<file path="config.mk">
export PLATFORM = sky130hd
export DESIGN_NAME = uaf_top
export DESIGN_NICKNAME = d
export VERILOG_FILES = /design/src/logic/uaf_pkg.sv /design/src/logic/uaf_tx.sv /design/src/logic/uaf_rx.sv /design/src/logic/uaf_top.sv
export SDC_FILE = /design/constraint.sdc
export NUM_CORES = 1
export LEC_CHECK = 0
export ABC_CLOCK_PERIOD_IN_PS = 9500
export BUFFER_PORTS_ARGS = -buffer_cell sky130_fd_sc_hd__buf_2
export CORE_MARGIN = 2
export CORE_UTILIZATION = 31
export CTS_CLUSTER_SIZE = 8
export DETAILED_ROUTE_END_ITERATION = 8
export HOLD_SLACK_MARGIN = 0.02
export PLACE_DENSITY = 0.46
export SYNTH_ARGS = -nofsm -noshare
export SYNTH_HDL_FRONTEND = slang
export SYNTH_SLANG_ARGS = --single-unit
</file>
<file path="constraint.sdc">
create_clock -name hclk -period 9.5 [get_ports hclk]
set_clock_uncertainty 0.05 [all_clocks]
set_input_delay 1.425 -clock hclk [delete_from_list [all_inputs] [get_ports hclk]]
set_output_delay 1.425 -clock hclk [all_outputs]
set_load 0.02 [all_outputs]
</file>
<file path="src/logic/uaf_pkg.sv">
package uaf_pkg;

  ////////////////////////////////////////////////////////////////////////////
  localparam int unsigned CLK_HZ = 50_000_000;
  localparam int unsigned FAST_BPS = 4_000_000;
  localparam logic [15:0] DIV_MIN = 16'(CLK_HZ / FAST_BPS);

  ////////////////////////////////////////////////////////////////////////////
  localparam logic [7:0] R_CTRL = 8'h00;
  localparam logic [7:0] R_BAUD = 8'h04;
  localparam logic [7:0] R_ADDR = 8'h08;
  localparam logic [7:0] R_STAT = 8'h0c;
  localparam logic [7:0] R_MASK = 8'h10;
  localparam logic [7:0] R_TXPTR = 8'h14;
  localparam logic [7:0] R_TXCNT = 8'h18;
  localparam logic [7:0] R_RXPTR = 8'h1c;
  localparam logic [7:0] R_RXCNT = 8'h20;
  localparam logic [7:0] R_STATE = 8'h24;

  localparam int C_EN = 0;
  localparam int C_FLOW = 1;
  localparam int C_PAR = 2;
  localparam int C_ODD = 3;
  localparam int C_STOP2 = 4;
  localparam int C_AMATCH = 5;
  localparam int C_NB = 8;
  localparam logic [31:0] CTRL_RST = 32'h0000_0800;
  localparam logic [15:0] BAUD_RST = 16'h01b2;
  localparam logic [3:0] NB_MIN = 4'h4;
  localparam logic [3:0] NB_MAX = 4'h9;

  localparam int S_TXDONE = 0;
  localparam int S_RXDONE = 1;
  localparam int S_PERR = 2;
  localparam int S_FERR = 3;
  localparam int S_RXCHAR = 4;
  localparam int S_OVR = 5;
  localparam int NST = 6;

  ////////////////////////////////////////////////////////////////////////////
  typedef enum logic [2:0] {
    B_IDLE = 3'b000,
    B_START = 3'b001,
    B_DATA = 3'b010,
    B_PAR = 3'b011,
    B_STOP = 3'b100
  } uaf_bit_t;

  typedef enum logic [1:0] {
    D_IDLE = 2'b00,
    D_RD = 2'b01,
    D_WR = 2'b10
  } uaf_dma_t;

endpackage

</file>
<file path="src/logic/uaf_tx.sv">
module uaf_tx (
  // Clock and reset
  input wire logic hclk,
  input wire logic hresetn,
  // Frame format
  input wire logic [15:0] div,
  input wire logic [3:0] nb,
  input wire logic par_en,
  input wire logic par_odd,
  input wire logic stop2,
  // Character in
  input wire logic go,
  input wire logic [8:0] data,
  output logic busy,
  // Line
  output logic txd
);
  uaf_pkg::uaf_bit_t st;
  logic [15:0] cnt;
  logic [3:0] idx;
  logic [8:0] sh;
  logic par;
  logic second;
  logic tick;

  assign tick = cnt == div - 16'h0001;
  assign busy = st != uaf_pkg::B_IDLE;

  ////////////////////////////////////////////////////////////////////////////
  always_ff @(posedge hclk or negedge hresetn) begin
    if (!hresetn) begin
      st <= uaf_pkg::B_IDLE;
      cnt <= 16'h0000;
      idx <= 4'h0;
      sh <= 9'h000;
      par <= 1'b0;
      second <= 1'b0;
      txd <= 1'b1;
    end else begin
      cnt <= (st == uaf_pkg::B_IDLE || tick) ? 16'h0000 : cnt + 16'h0001;
      unique case (st)
        uaf_pkg::B_IDLE: if (go) begin
          sh <= data;
          par <= par_odd;
          idx <= 4'h0;
          txd <= 1'b0;
          st <= uaf_pkg::B_START;
        end
        uaf_pkg::B_START: if (tick) begin
          txd <= sh[0];
          st <= uaf_pkg::B_DATA;
        end
        uaf_pkg::B_DATA: if (tick) begin
          par <= par ^ sh[0];
          sh <= {1'b0, sh[8:1]};
          idx <= idx + 4'h1;
          if (idx == nb - 4'h1) begin
            second <= 1'b0;
            if (par_en) begin
              txd <= par ^ sh[0];
              st <= uaf_pkg::B_PAR;
            end else begin
              txd <= 1'b1;
              st <= uaf_pkg::B_STOP;
            end
          end else begin
            txd <= sh[1];
          end
        end
        uaf_pkg::B_PAR: if (tick) begin
          txd <= 1'b1;
          st <= uaf_pkg::B_STOP;
        end
        uaf_pkg::B_STOP: if (tick) begin
          if (stop2 && !second) second <= 1'b1;
          else st <= uaf_pkg::B_IDLE;
        end
        default: st <= uaf_pkg::B_IDLE;
      endcase
    end
  end
endmodule

</file>
<file path="src/logic/uaf_rx.sv">
module uaf_rx (
  // Clock and reset
  input wire logic hclk,
  input wire logic hresetn,
  // Frame format
  input wire logic [15:0] div,
  input wire logic [3:0] nb,
  input wire logic par_en,
  input wire logic par_odd,
  input wire logic stop2,
  // Line, already synchronised
  input wire logic rxd,
  // Character out
  output logic valid,
  output logic [8:0] data,
  output logic pe,
  output logic fe
);
  uaf_pkg::uaf_bit_t st;
  logic [15:0] cnt;
  logic [3:0] idx;
  logic par;
  logic second;
  logic tick;

  assign tick = cnt == div - 16'h0001;

  // Sampling at mid bit keeps the most margin against baud mismatch
  always_ff @(posedge hclk or negedge hresetn) begin
    if (!hresetn) begin
      st <= uaf_pkg::B_IDLE;
      cnt <= 16'h0000;
      idx <= 4'h0;
      par <= 1'b0;
      second <= 1'b0;
      valid <= 1'b0;
      data <= 9'h000;
      pe <= 1'b0;
      fe <= 1'b0;
    end else begin
      valid <= 1'b0;
      cnt <= tick ? 16'h0000 : cnt + 16'h0001;
      unique case (st)
        uaf_pkg::B_IDLE: begin
          cnt <= 16'h0000;
          if (!rxd) st <= uaf_pkg::B_START;
        end
        uaf_pkg::B_START: if (cnt == {1'b0, div[15:1]}) begin
          cnt <= 16'h0000;
          if (rxd) st <= uaf_pkg::B_IDLE;
          else begin
            st <= uaf_pkg::B_DATA;
            idx <= 4'h0;
            par <= par_odd;
            data <= 9'h000;
            pe <= 1'b0;
            fe <= 1'b0;
          end
        end
        uaf_pkg::B_DATA: if (tick) begin
          data[idx] <= rxd;
          par <= par ^ rxd;
          idx <= idx + 4'h1;
          second <= 1'b0;
          if (idx == nb - 4'h1) st <= par_en ? uaf_pkg::B_PAR : uaf_pkg::B_STOP;
        end
        uaf_pkg::B_PAR: if (tick) begin
          pe <= par ^ rxd;
          st <= uaf_pkg::B_STOP;
        end
        uaf_pkg::B_STOP: if (tick) begin
          if (!rxd) fe <= 1'b1;
          if (stop2 && !second) second <= 1'b1;
          else begin
            valid <= 1'b1;
            st <= uaf_pkg::B_IDLE;
          end
        end
        default: st <= uaf_pkg::B_IDLE;
      endcase
    end
  end
endmodule

</file>
<file path="src/logic/uaf_top.sv">
// The AHB-Lite register port and the register offsets are this design's own decisions.
module uaf_top (
  // Clock and reset
  input wire logic hclk,
  input wire logic hresetn,
  // AHB-Lite slave
  input wire logic hsel,
  input wire logic [31:0] haddr,
  input wire logic [1:0] htrans,
  input wire logic hwrite,
  input wire logic [2:0] hsize,
  input wire logic [31:0] hwdata,
  input wire logic hready,
  output logic hreadyout,
  output logic hresp,
  output logic [31:0] hrdata,
  // DMA memory port
  output logic mem_req,
  output logic mem_we,
  output logic [31:0] mem_addr,
  output logic [31:0] mem_wdata,
  input wire logic [31:0] mem_rdata,
  input wire logic mem_ack,
  // Serial pins
  output logic txd,
  input wire logic rxd,
  output logic rts_n,
  input wire logic cts_n,
  // Interrupt
  output logic irq
);
  logic acc;
  logic ap_wr;
  logic ap_rd;
  logic [7:0] ap_a;
  logic [31:0] next_rdata;
  logic [31:0] ctrl;
  logic [15:0] baud;
  logic [7:0] addr_m;
  logic [5:0] status;
  logic [5:0] mask;
  logic [5:0] ev;
  logic [5:0] clr;
  logic [31:0] txptr;
  logic [31:0] rxptr;
  logic [15:0] txcnt;
  logic [15:0] rxcnt;
  logic [8:0] tx_buf;
  logic [8:0] rx_buf;
  logic tx_full;
  logic rx_full;
  logic sel_ok;
  logic en;
  logic flow;
  logic [15:0] div;
  logic [3:0] nb;
  logic [1:0] pin_raw;
  logic [1:0] pin_f;
  logic cts_ok;
  logic rx_line;
  logic tx_busy;
  logic tx_busy_q;
  logic tx_go;
  logic rx_v;
  logic [8:0] rx_d;
  logic rx_pe;
  logic rx_fe;
  logic addr_frm;
  logic rx_ok;
  logic rx_take;
  logic ovr;
  logic rd_ack;
  logic wr_ack;
  uaf_pkg::uaf_dma_t dst;

  function automatic logic wr_hit(input logic w, input logic [7:0] a, input logic [7:0] off);
    return w && (a == off);
  endfunction

  ////////////////////////////////////////////////////////////////////////////
  // Bus slave: writes take no wait, reads take one so that the data is
  // taken from a flip-flop after any preceding write has landed.
  assign acc = hsel && hready && htrans[1];
  assign hreadyout = !ap_rd;
  assign hresp = 1'b0;

  always_ff @(posedge hclk or negedge hresetn) begin
    if (!hresetn) begin
      ap_wr <= 1'b0;
      ap_rd <= 1'b0;
      ap_a <= 8'h00;
    end else begin
      ap_wr <= acc && hwrite && (hsize == 3'h2);
      ap_rd <= acc && !hwrite;
      if (acc) ap_a <= haddr[7:0];
    end
  end

  always_comb begin
    next_rdata = 32'h0000_0000;
    case (ap_a)
      uaf_pkg::R_CTRL: next_rdata = ctrl;
      uaf_pkg::R_BAUD: next_rdata = {16'h0000, baud};
      uaf_pkg::R_ADDR: next_rdata = {24'h00_0000, addr_m};
      uaf_pkg::R_STAT: next_rdata = {26'h000_0000, status};
      uaf_pkg::R_MASK: next_rdata = {26'h000_0000, mask};
      uaf_pkg::R_TXPTR: next_rdata = txptr;
      uaf_pkg::R_TXCNT: next_rdata = {16'h0000, txcnt};
      uaf_pkg::R_RXPTR: next_rdata = rxptr;
      uaf_pkg::R_RXCNT: next_rdata = {16'h0000, rxcnt};
      uaf_pkg::R_STATE: next_rdata = {22'h00_0000, tx_busy, tx_full, rx_full, cts_ok,
                                      !rts_n, sel_ok, 2'(dst), 2'h0};
      default: next_rdata = 32'h0000_0000;
    endcase
  end

  always_ff @(posedge hclk or negedge hresetn) begin
    if (!hresetn) hrdata <= 32'h0000_0000;
    else if (ap_rd) hrdata <= next_rdata;
  end

  ////////////////////////////////////////////////////////////////////////////
  // Configuration
  always_ff @(posedge hclk or negedge hresetn) begin
    if (!hresetn) begin
      ctrl <= uaf_pkg::CTRL_RST;
      baud <= uaf_pkg::BAUD_RST;
      addr_m <= 8'h00;
      mask <= 6'h00;
    end else begin
      if (wr_hit(ap_wr, ap_a, uaf_pkg::R_CTRL)) ctrl <= hwdata & 32'h0000_0f3f;
      if (wr_hit(ap_wr, ap_a, uaf_pkg::R_BAUD)) baud <= hwdata[15:0];
      if (wr_hit(ap_wr, ap_a, uaf_pkg::R_ADDR)) addr_m <= hwdata[7:0];
      if (wr_hit(ap_wr, ap_a, uaf_pkg::R_MASK)) mask <= hwdata[5:0];
    end
  end

  assign en = ctrl[uaf_pkg::C_EN];
  assign flow = ctrl[uaf_pkg::C_FLOW];
  // A divisor below the fast limit would outrun the partner
  assign div = (baud < uaf_pkg::DIV_MIN) ? uaf_pkg::DIV_MIN : baud;

  always_comb begin
    nb = ctrl[uaf_pkg::C_NB +: 4];
    if (nb < uaf_pkg::NB_MIN) nb = uaf_pkg::NB_MIN;
    if (nb > uaf_pkg::NB_MAX) nb = uaf_pkg::NB_MAX;
  end

  ////////////////////////////////////////////////////////////////////////////
  // Pin synchronisers: three stages, a change counts once stages two and
  // three agree, which also rejects a one-cycle glitch.
  assign pin_raw = {cts_n, rxd};

  for (genvar i = 0; i < 2; i++) begin : g_sync
    logic [2:0] sy;
    logic f;
    always_ff @(posedge hclk or negedge hresetn) begin
      if (!hresetn) begin
        sy <= 3'h7;
        f <= 1'b1;
      end else begin
        sy <= {sy[1:0], pin_raw[i]};
        if (sy[1] == sy[2]) f <= sy[2];
      end
    end
    assign pin_f[i] = f;
  end

  assign cts_ok = !pin_f[1];
  assign rx_line = pin_f[0];

  ////////////////////////////////////////////////////////////////////////////
  // Transmit path; clear-to-send is checked only before a frame starts,
  // so a frame in flight always completes and the line then idles high.
  assign tx_go = tx_full && !tx_busy && en && (!flow || cts_ok);

  uaf_tx u_tx (
    .hclk(hclk),
    .hresetn(hresetn),
    .div(div),
    .nb(nb),
    .par_en(ctrl[uaf_pkg::C_PAR]),
    .par_odd(ctrl[uaf_pkg::C_ODD]),
    .stop2(ctrl[uaf_pkg::C_STOP2]),
    .go(tx_go),
    .data(tx_buf),
    .busy(tx_busy),
    .txd(txd)
  );

  always_ff @(posedge hclk or negedge hresetn) begin
    if (!hresetn) begin
      tx_buf <= 9'h000;
      tx_full <= 1'b0;
      tx_busy_q <= 1'b0;
    end else begin
      tx_busy_q <= tx_busy;
      if (rd_ack) begin
        tx_buf <= mem_rdata[8:0];
        tx_full <= 1'b1;
      end else if (tx_go) begin
        tx_full <= 1'b0;
      end
    end
  end

  ////////////////////////////////////////////////////////////////////////////
  // Receive path
  uaf_rx u_rx (
    .hclk(hclk),
    .hresetn(hresetn),
    .div(div),
    .nb(nb),
    .par_en(ctrl[uaf_pkg::C_PAR]),
    .par_odd(ctrl[uaf_pkg::C_ODD]),
    .stop2(ctrl[uaf_pkg::C_STOP2]),
    .rxd(rx_line),
    .valid(rx_v),
    .data(rx_d),
    .pe(rx_pe),
    .fe(rx_fe)
  );

  assign addr_frm = ctrl[uaf_pkg::C_AMATCH] && (nb == uaf_pkg::NB_MAX) && rx_d[8];
  assign rx_ok = !addr_frm && (!ctrl[uaf_pkg::C_AMATCH] || nb != uaf_pkg::NB_MAX || sel_ok);
  assign rx_take = rx_v && rx_ok && en && (rxcnt != 16'h0000) && !rx_full;
  assign ovr = rx_v && rx_ok && !rx_take;

  always_ff @(posedge hclk or negedge hresetn) begin
    if (!hresetn) sel_ok <= 1'b0;
    else if (rx_v && addr_frm) sel_ok <= rx_d[7:0] == addr_m;
  end

  always_ff @(posedge hclk or negedge hresetn) begin
    if (!hresetn) begin
      rx_buf <= 9'h000;
      rx_full <= 1'b0;
    end else if (rx_take) begin
      rx_buf <= rx_d;
      rx_full <= 1'b1;
    end else if (wr_ack) begin
      rx_full <= 1'b0;
    end
  end

  // Asserted only while a slot is free; the partner may finish one frame
  // after the drop, which is why the buffer is emptied at once by DMA.
  always_ff @(posedge hclk or negedge hresetn) begin
    if (!hresetn) rts_n <= 1'b1;
    else rts_n <= !(en && flow && (rxcnt != 16'h0000) && !rx_full);
  end

  ////////////////////////////////////////////////////////////////////////////
  // DMA engine: one request at a time, receive has priority so that
  // incoming characters wait at most for a fetch already under way.
  assign mem_req = dst != uaf_pkg::D_IDLE;
  assign rd_ack = (dst == uaf_pkg::D_RD) && mem_ack;
  assign wr_ack = (dst == uaf_pkg::D_WR) && mem_ack;

  always_ff @(posedge hclk or negedge hresetn) begin
    if (!hresetn) begin
      dst <= uaf_pkg::D_IDLE;
      mem_we <= 1'b0;
      mem_addr <= 32'h0000_0000;
      mem_wdata <= 32'h0000_0000;
    end else begin
      unique case (dst)
        uaf_pkg::D_IDLE: begin
          if (rx_full) begin
            dst <= uaf_pkg::D_WR;
            mem_we <= 1'b1;
            mem_addr <= rxptr;
            mem_wdata <= {23'h00_0000, rx_buf};
          end else if (en && txcnt != 16'h0000 && !tx_full) begin
            dst <= uaf_pkg::D_RD;
            mem_we <= 1'b0;
            mem_addr <= txptr;
          end
        end
        uaf_pkg::D_RD, uaf_pkg::D_WR: if (mem_ack) dst <= uaf_pkg::D_IDLE;
        default: dst <= uaf_pkg::D_IDLE;
      endcase
    end
  end

  always_ff @(posedge hclk or negedge hresetn) begin
    if (!hresetn) begin
      txptr <= 32'h0000_0000;
      txcnt <= 16'h0000;
    end else begin
      if (rd_ack) begin
        txptr <= txptr + 32'h0000_0004;
        txcnt <= txcnt - 16'h0001;
      end
      if (wr_hit(ap_wr, ap_a, uaf_pkg::R_TXPTR)) txptr <= hwdata;
      if (wr_hit(ap_wr, ap_a, uaf_pkg::R_TXCNT)) txcnt <= hwdata[15:0];
    end
  end

  always_ff @(posedge hclk or negedge hresetn) begin
    if (!hresetn) begin
      rxptr <= 32'h0000_0000;
      rxcnt <= 16'h0000;
    end else begin
      if (wr_ack) begin
        rxptr <= rxptr + 32'h0000_0004;
        rxcnt <= rxcnt - 16'h0001;
      end
      if (wr_hit(ap_wr, ap_a, uaf_pkg::R_RXPTR)) rxptr <= hwdata;
      if (wr_hit(ap_wr, ap_a, uaf_pkg::R_RXCNT)) rxcnt <= hwdata[15:0];
    end
  end

  ////////////////////////////////////////////////////////////////////////////
  // Events and interrupt; a new event wins over a clear in the same cycle
  always_comb begin
    ev = 6'h00;
    ev[uaf_pkg::S_TXDONE] = tx_busy_q && !tx_busy && txcnt == 16'h0000 && !tx_full
                            && dst != uaf_pkg::D_RD;
    ev[uaf_pkg::S_RXDONE] = wr_ack && rxcnt == 16'h0001;
    ev[uaf_pkg::S_PERR] = rx_v && rx_pe;
    ev[uaf_pkg::S_FERR] = rx_v && rx_fe;
    ev[uaf_pkg::S_RXCHAR] = rx_take;
    ev[uaf_pkg::S_OVR] = ovr;
  end

  assign clr = wr_hit(ap_wr, ap_a, uaf_pkg::R_STAT) ? hwdata[5:0] : 6'h00;

  always_ff @(posedge hclk or negedge hresetn) begin
    if (!hresetn) status <= 6'h00;
    else status <= (status & ~clr) | ev;
  end

  always_ff @(posedge hclk or negedge hresetn) begin
    if (!hresetn) irq <= 1'b0;
    else irq <= |(status & mask);
  end
endmodule

</file>
==> results.sh <==
export IMPL_wl_per_cell_um=20.3
export IMPL_synth_seq_cells=332
export IMPL_drt_iter0_markers=813
export IMPL_grt_max_degree=151
export IMPL_status="complete, no violations"
export IMPL_io_buffers=139
export IMPL_cts_tree="yes"
export IMPL_synthDistinctLibCells=80
export IMPL_slew_headroom=0.168
export IMPL_viasPerCell=5.20
export IMPL_async_flop_share=1.00
export IMPL_seq_area_frac_synth=0.466
export IMPL_cts_root_buf="clkbuf_16"
export IMPL_netlist_area_um2=17900
export IMPL_dp_slack_ns=3.64
export IMPL_r2r_slack_ns=3.54
export IMPL_first_pass_iters=5
export IMPL_whs_endpoint="g_sync[1].sy[1]"
export IMPL_grt_pass1_vias=14031
export IMPL_fill_cells=5762
export IMPL_critPathKind="reg2reg"
export IMPL_fin_crit_sh=0.628
export IMPL_die_height_um=244
export IMPL_overflow=0
export IMPL_worstPathArrival_ns=6.38
export IMPL_syn_inst=1826
export IMPL_hold_start="g_sync[1].sy[0]"
export IMPL_clk_pin_slew_ns=0.05
export IMPL_cp_start_kind="flip-flop"
export IMPL_r2r_cells=12
export IMPL_nets=2047
export IMPL_drtAntennaViolNets=0
export IMPL_drive_above_1_share=0.180
export IMPL_die_w_um=244
export IMPL_synth_largest_area_cell="dfrtp_1"
export IMPL_track_usage=0.184
export IMPL_start_util=0.315
export IMPL_antenna_found_initial=4
export IMPL_setup_ws_ns=3.54
export IMPL_finalSetupTns_ns=0
export IMPL_grt_pass1_wl_um=85700
export IMPL_cts_path_max_buffers=3
export IMPL_drt_wl_total_um=54800
export IMPL_rsz0062_at_grt="no"
export IMPL_min_path_type="reg2reg"
export IMPL_cp_max_fo=14
export IMPL_clock_latency_ns=0.60
export IMPL_seqCellArea_um2=8330
export IMPL_cts_hold_buffers=0
export IMPL_avgSynthCellArea_um2=9.78
export IMPL_multiInputGateArea_um2=8870
export IMPL_fp_coreArea_um2=56700
export IMPL_rr_endpoint="u_rx.idx[1]"
export IMPL_areaGrowthSynthToFinish_pct=14.4
export IMPL_yosysWarningCount=0
export IMPL_tightest_slew_ns=1.24
export IMPL_slew_viol_final=0
export IMPL_p_leak_nw=8.69
export IMPL_synth_top_area_share=0.443
export IMPL_end_kind="flip-flop"
export IMPL_cts_sinks=332
export IMPL_max_freq_ghz=0.168
export IMPL_num_vias=14010
export IMPL_io_pin_count=212
export IMPL_worstPathRequired_ns=9.92
export IMPL_final_util=0.360
export IMPL_r2r_start="baud[6]"
export IMPL_post_cts_repair_setup_buffers=0
export IMPL_powerDensity_nw_per_um2=204
export IMPL_post_synth_main_area_contributors="dfrtp_1, mux2_2, xor2_1"
export IMPL_synth_edf_count=0
export IMPL_setup_viol_count_final=0
export IMPL_htree_num_levels=2
export IMPL_hold_depth=0
export IMPL_fin_crit_ns=5.96
export IMPL_diodes=0
export IMPL_cts_buffers=47
export IMPL_ctsResizeCount=0
export IMPL_drc=0
export IMPL_synth_top_flop_cell="dfrtp_1"
export IMPL_num_rows=87
export IMPL_maxCapViolCount=0
export IMPL_die_area_um2=59500
export IMPL_vdd_drop_max_uv=120
export IMPL_dp_hpwl_um=38500
export IMPL_place_congestion=0.860
export IMPL_hold_violations=0
area by class of cell:
type	instances	share of cell area
clock inverters	3	0.00343
clock buffers	64	0.0607
inverters	34	0.00625
repair buffers	156	0.0414
well taps	756	0.0463
flip-flops and latches	332	0.408
multi-input cells	1349	0.434
worst max path at each step:
stage	start	end	slack, ns
floorplan	baud[11]	u_tx.idx[3]	5.09
global placement	baud[6]	u_rx.idx[1]	3.63
detailed placement	baud[6]	u_rx.idx[1]	3.64
CTS	baud[6]	u_rx.idx[1]	3.59
global route	baud[6]	u_tx.cnt[13]	3.09
finish	baud[6]	u_rx.idx[1]	3.54
power by group:
part | switching, mW | internal (mW) | leakage (nW) | total [mW]
Sequential | 0.248 | 1.63 | 4.13 | 1.87
Clock | 0.644 | 0.904 | 0.630 | 1.55
Combinational | 0.438 | 0.314 | 3.93 | 0.752
Total | 1.33 | 2.84 | 8.69 | 4.17
logic make-up (layout without fill, tap and decap cells):
family,after synthesis,after routing,synth area share
simple gates,639,639,0.174
compound gates,342,342,0.127
flops,332,332,0.466
xor+xnor,179,179,0.0878
buf+inv,168,257,0.0427
mux,145,145,0.0877
fa+ha+maj,20,20,0.0137
other cells,1,24,0.000210
cells in the mapped netlist, types with 26 or more instances:
cell type  count
dfrtp_1      316
a22oi_1       33
nand2_1      168
inv_1         33
mux2_2        92
nand4_1       33
buf_4         26
clkbuf_1      82
a21oi_1      118
xor2_1        93
xnor2_1       86
nor2_1       199
o21ai_0       71
nand3_1       70
nor3_1        34
mux2i_1       53
registers in the layout, indices dropped and copies added, names as in the netlist, 6 cells and up:
register,flops
baud,16
rxcnt,16
g_sync.sy,6
mem_addr,32
mem_wdata,9
txptr,32
mask,6
ap_a,8
hrdata,32
u_rx.cnt,16
txcnt,16
tx_buf,9
rxptr,32
rx_buf,9
ctrl,10
addr_m,8
u_tx.cnt,16
u_tx.sh,9
u_rx.data,9
status,6
cells in the final DEF, fill, tap and decap left out, types with 14 or more instances in the layout:
master,instances
dfrtp_1,315
nor2_1,198
nand2_1,166
buf_2,138
a21oi_1,118
xor2_1,93
mux2_2,92
xnor2_1,86
o21ai_0,71
nand3_1,70
mux2i_1,53
clkbuf_16,47
inv_1,33
nor3_1,33
nand4_1,33
a22oi_1,33
and3_1,24
o2bb2ai_1,24
conb_1,24
or3_1,18
ha_1,18
clkbuf_1,17
dfstp_2,16
buf_4,16
a221oi_1,14
metal layers:
metal  part of all wire  wire length, um  GRT usage
met1               0.43            23700      0.240
met3              0.055             3000     0.0307
met2               0.48            26500      0.311
met5            0.00093               51          0
met4              0.029             1590     0.0608
critical path, stage by stage, from the launching register on:
cell and delay (ns):
dfrtp_1 0.58, nor4_2 0.59, nand4_1 0.65, o21ai_0 0.57, ha_1 0.37, or3b_2 0.53, nor4_1 0.21, mux2_2 0.41
xor2_1 0.15, a211oi_1 0.71, and4_1 0.54, nand2_1 0.14, mux2_2 0.32
metrics by stage:
stage	power (mW)	instances	cell area [um2]	hold slack (ns)
2_1_floorplan	2.36	1849	17900	0.295
3_3_place_gp	2.63	2627	19100	0.296
3_5_place_dp	2.65	2627	19100	0.297
4_1_cts	4.23	2694	20400	0.304
5_1_grt	4.42	2694	20400	0.308
6_report	4.17	2694	20400	0.303
(Power assumes the default switching activity.)
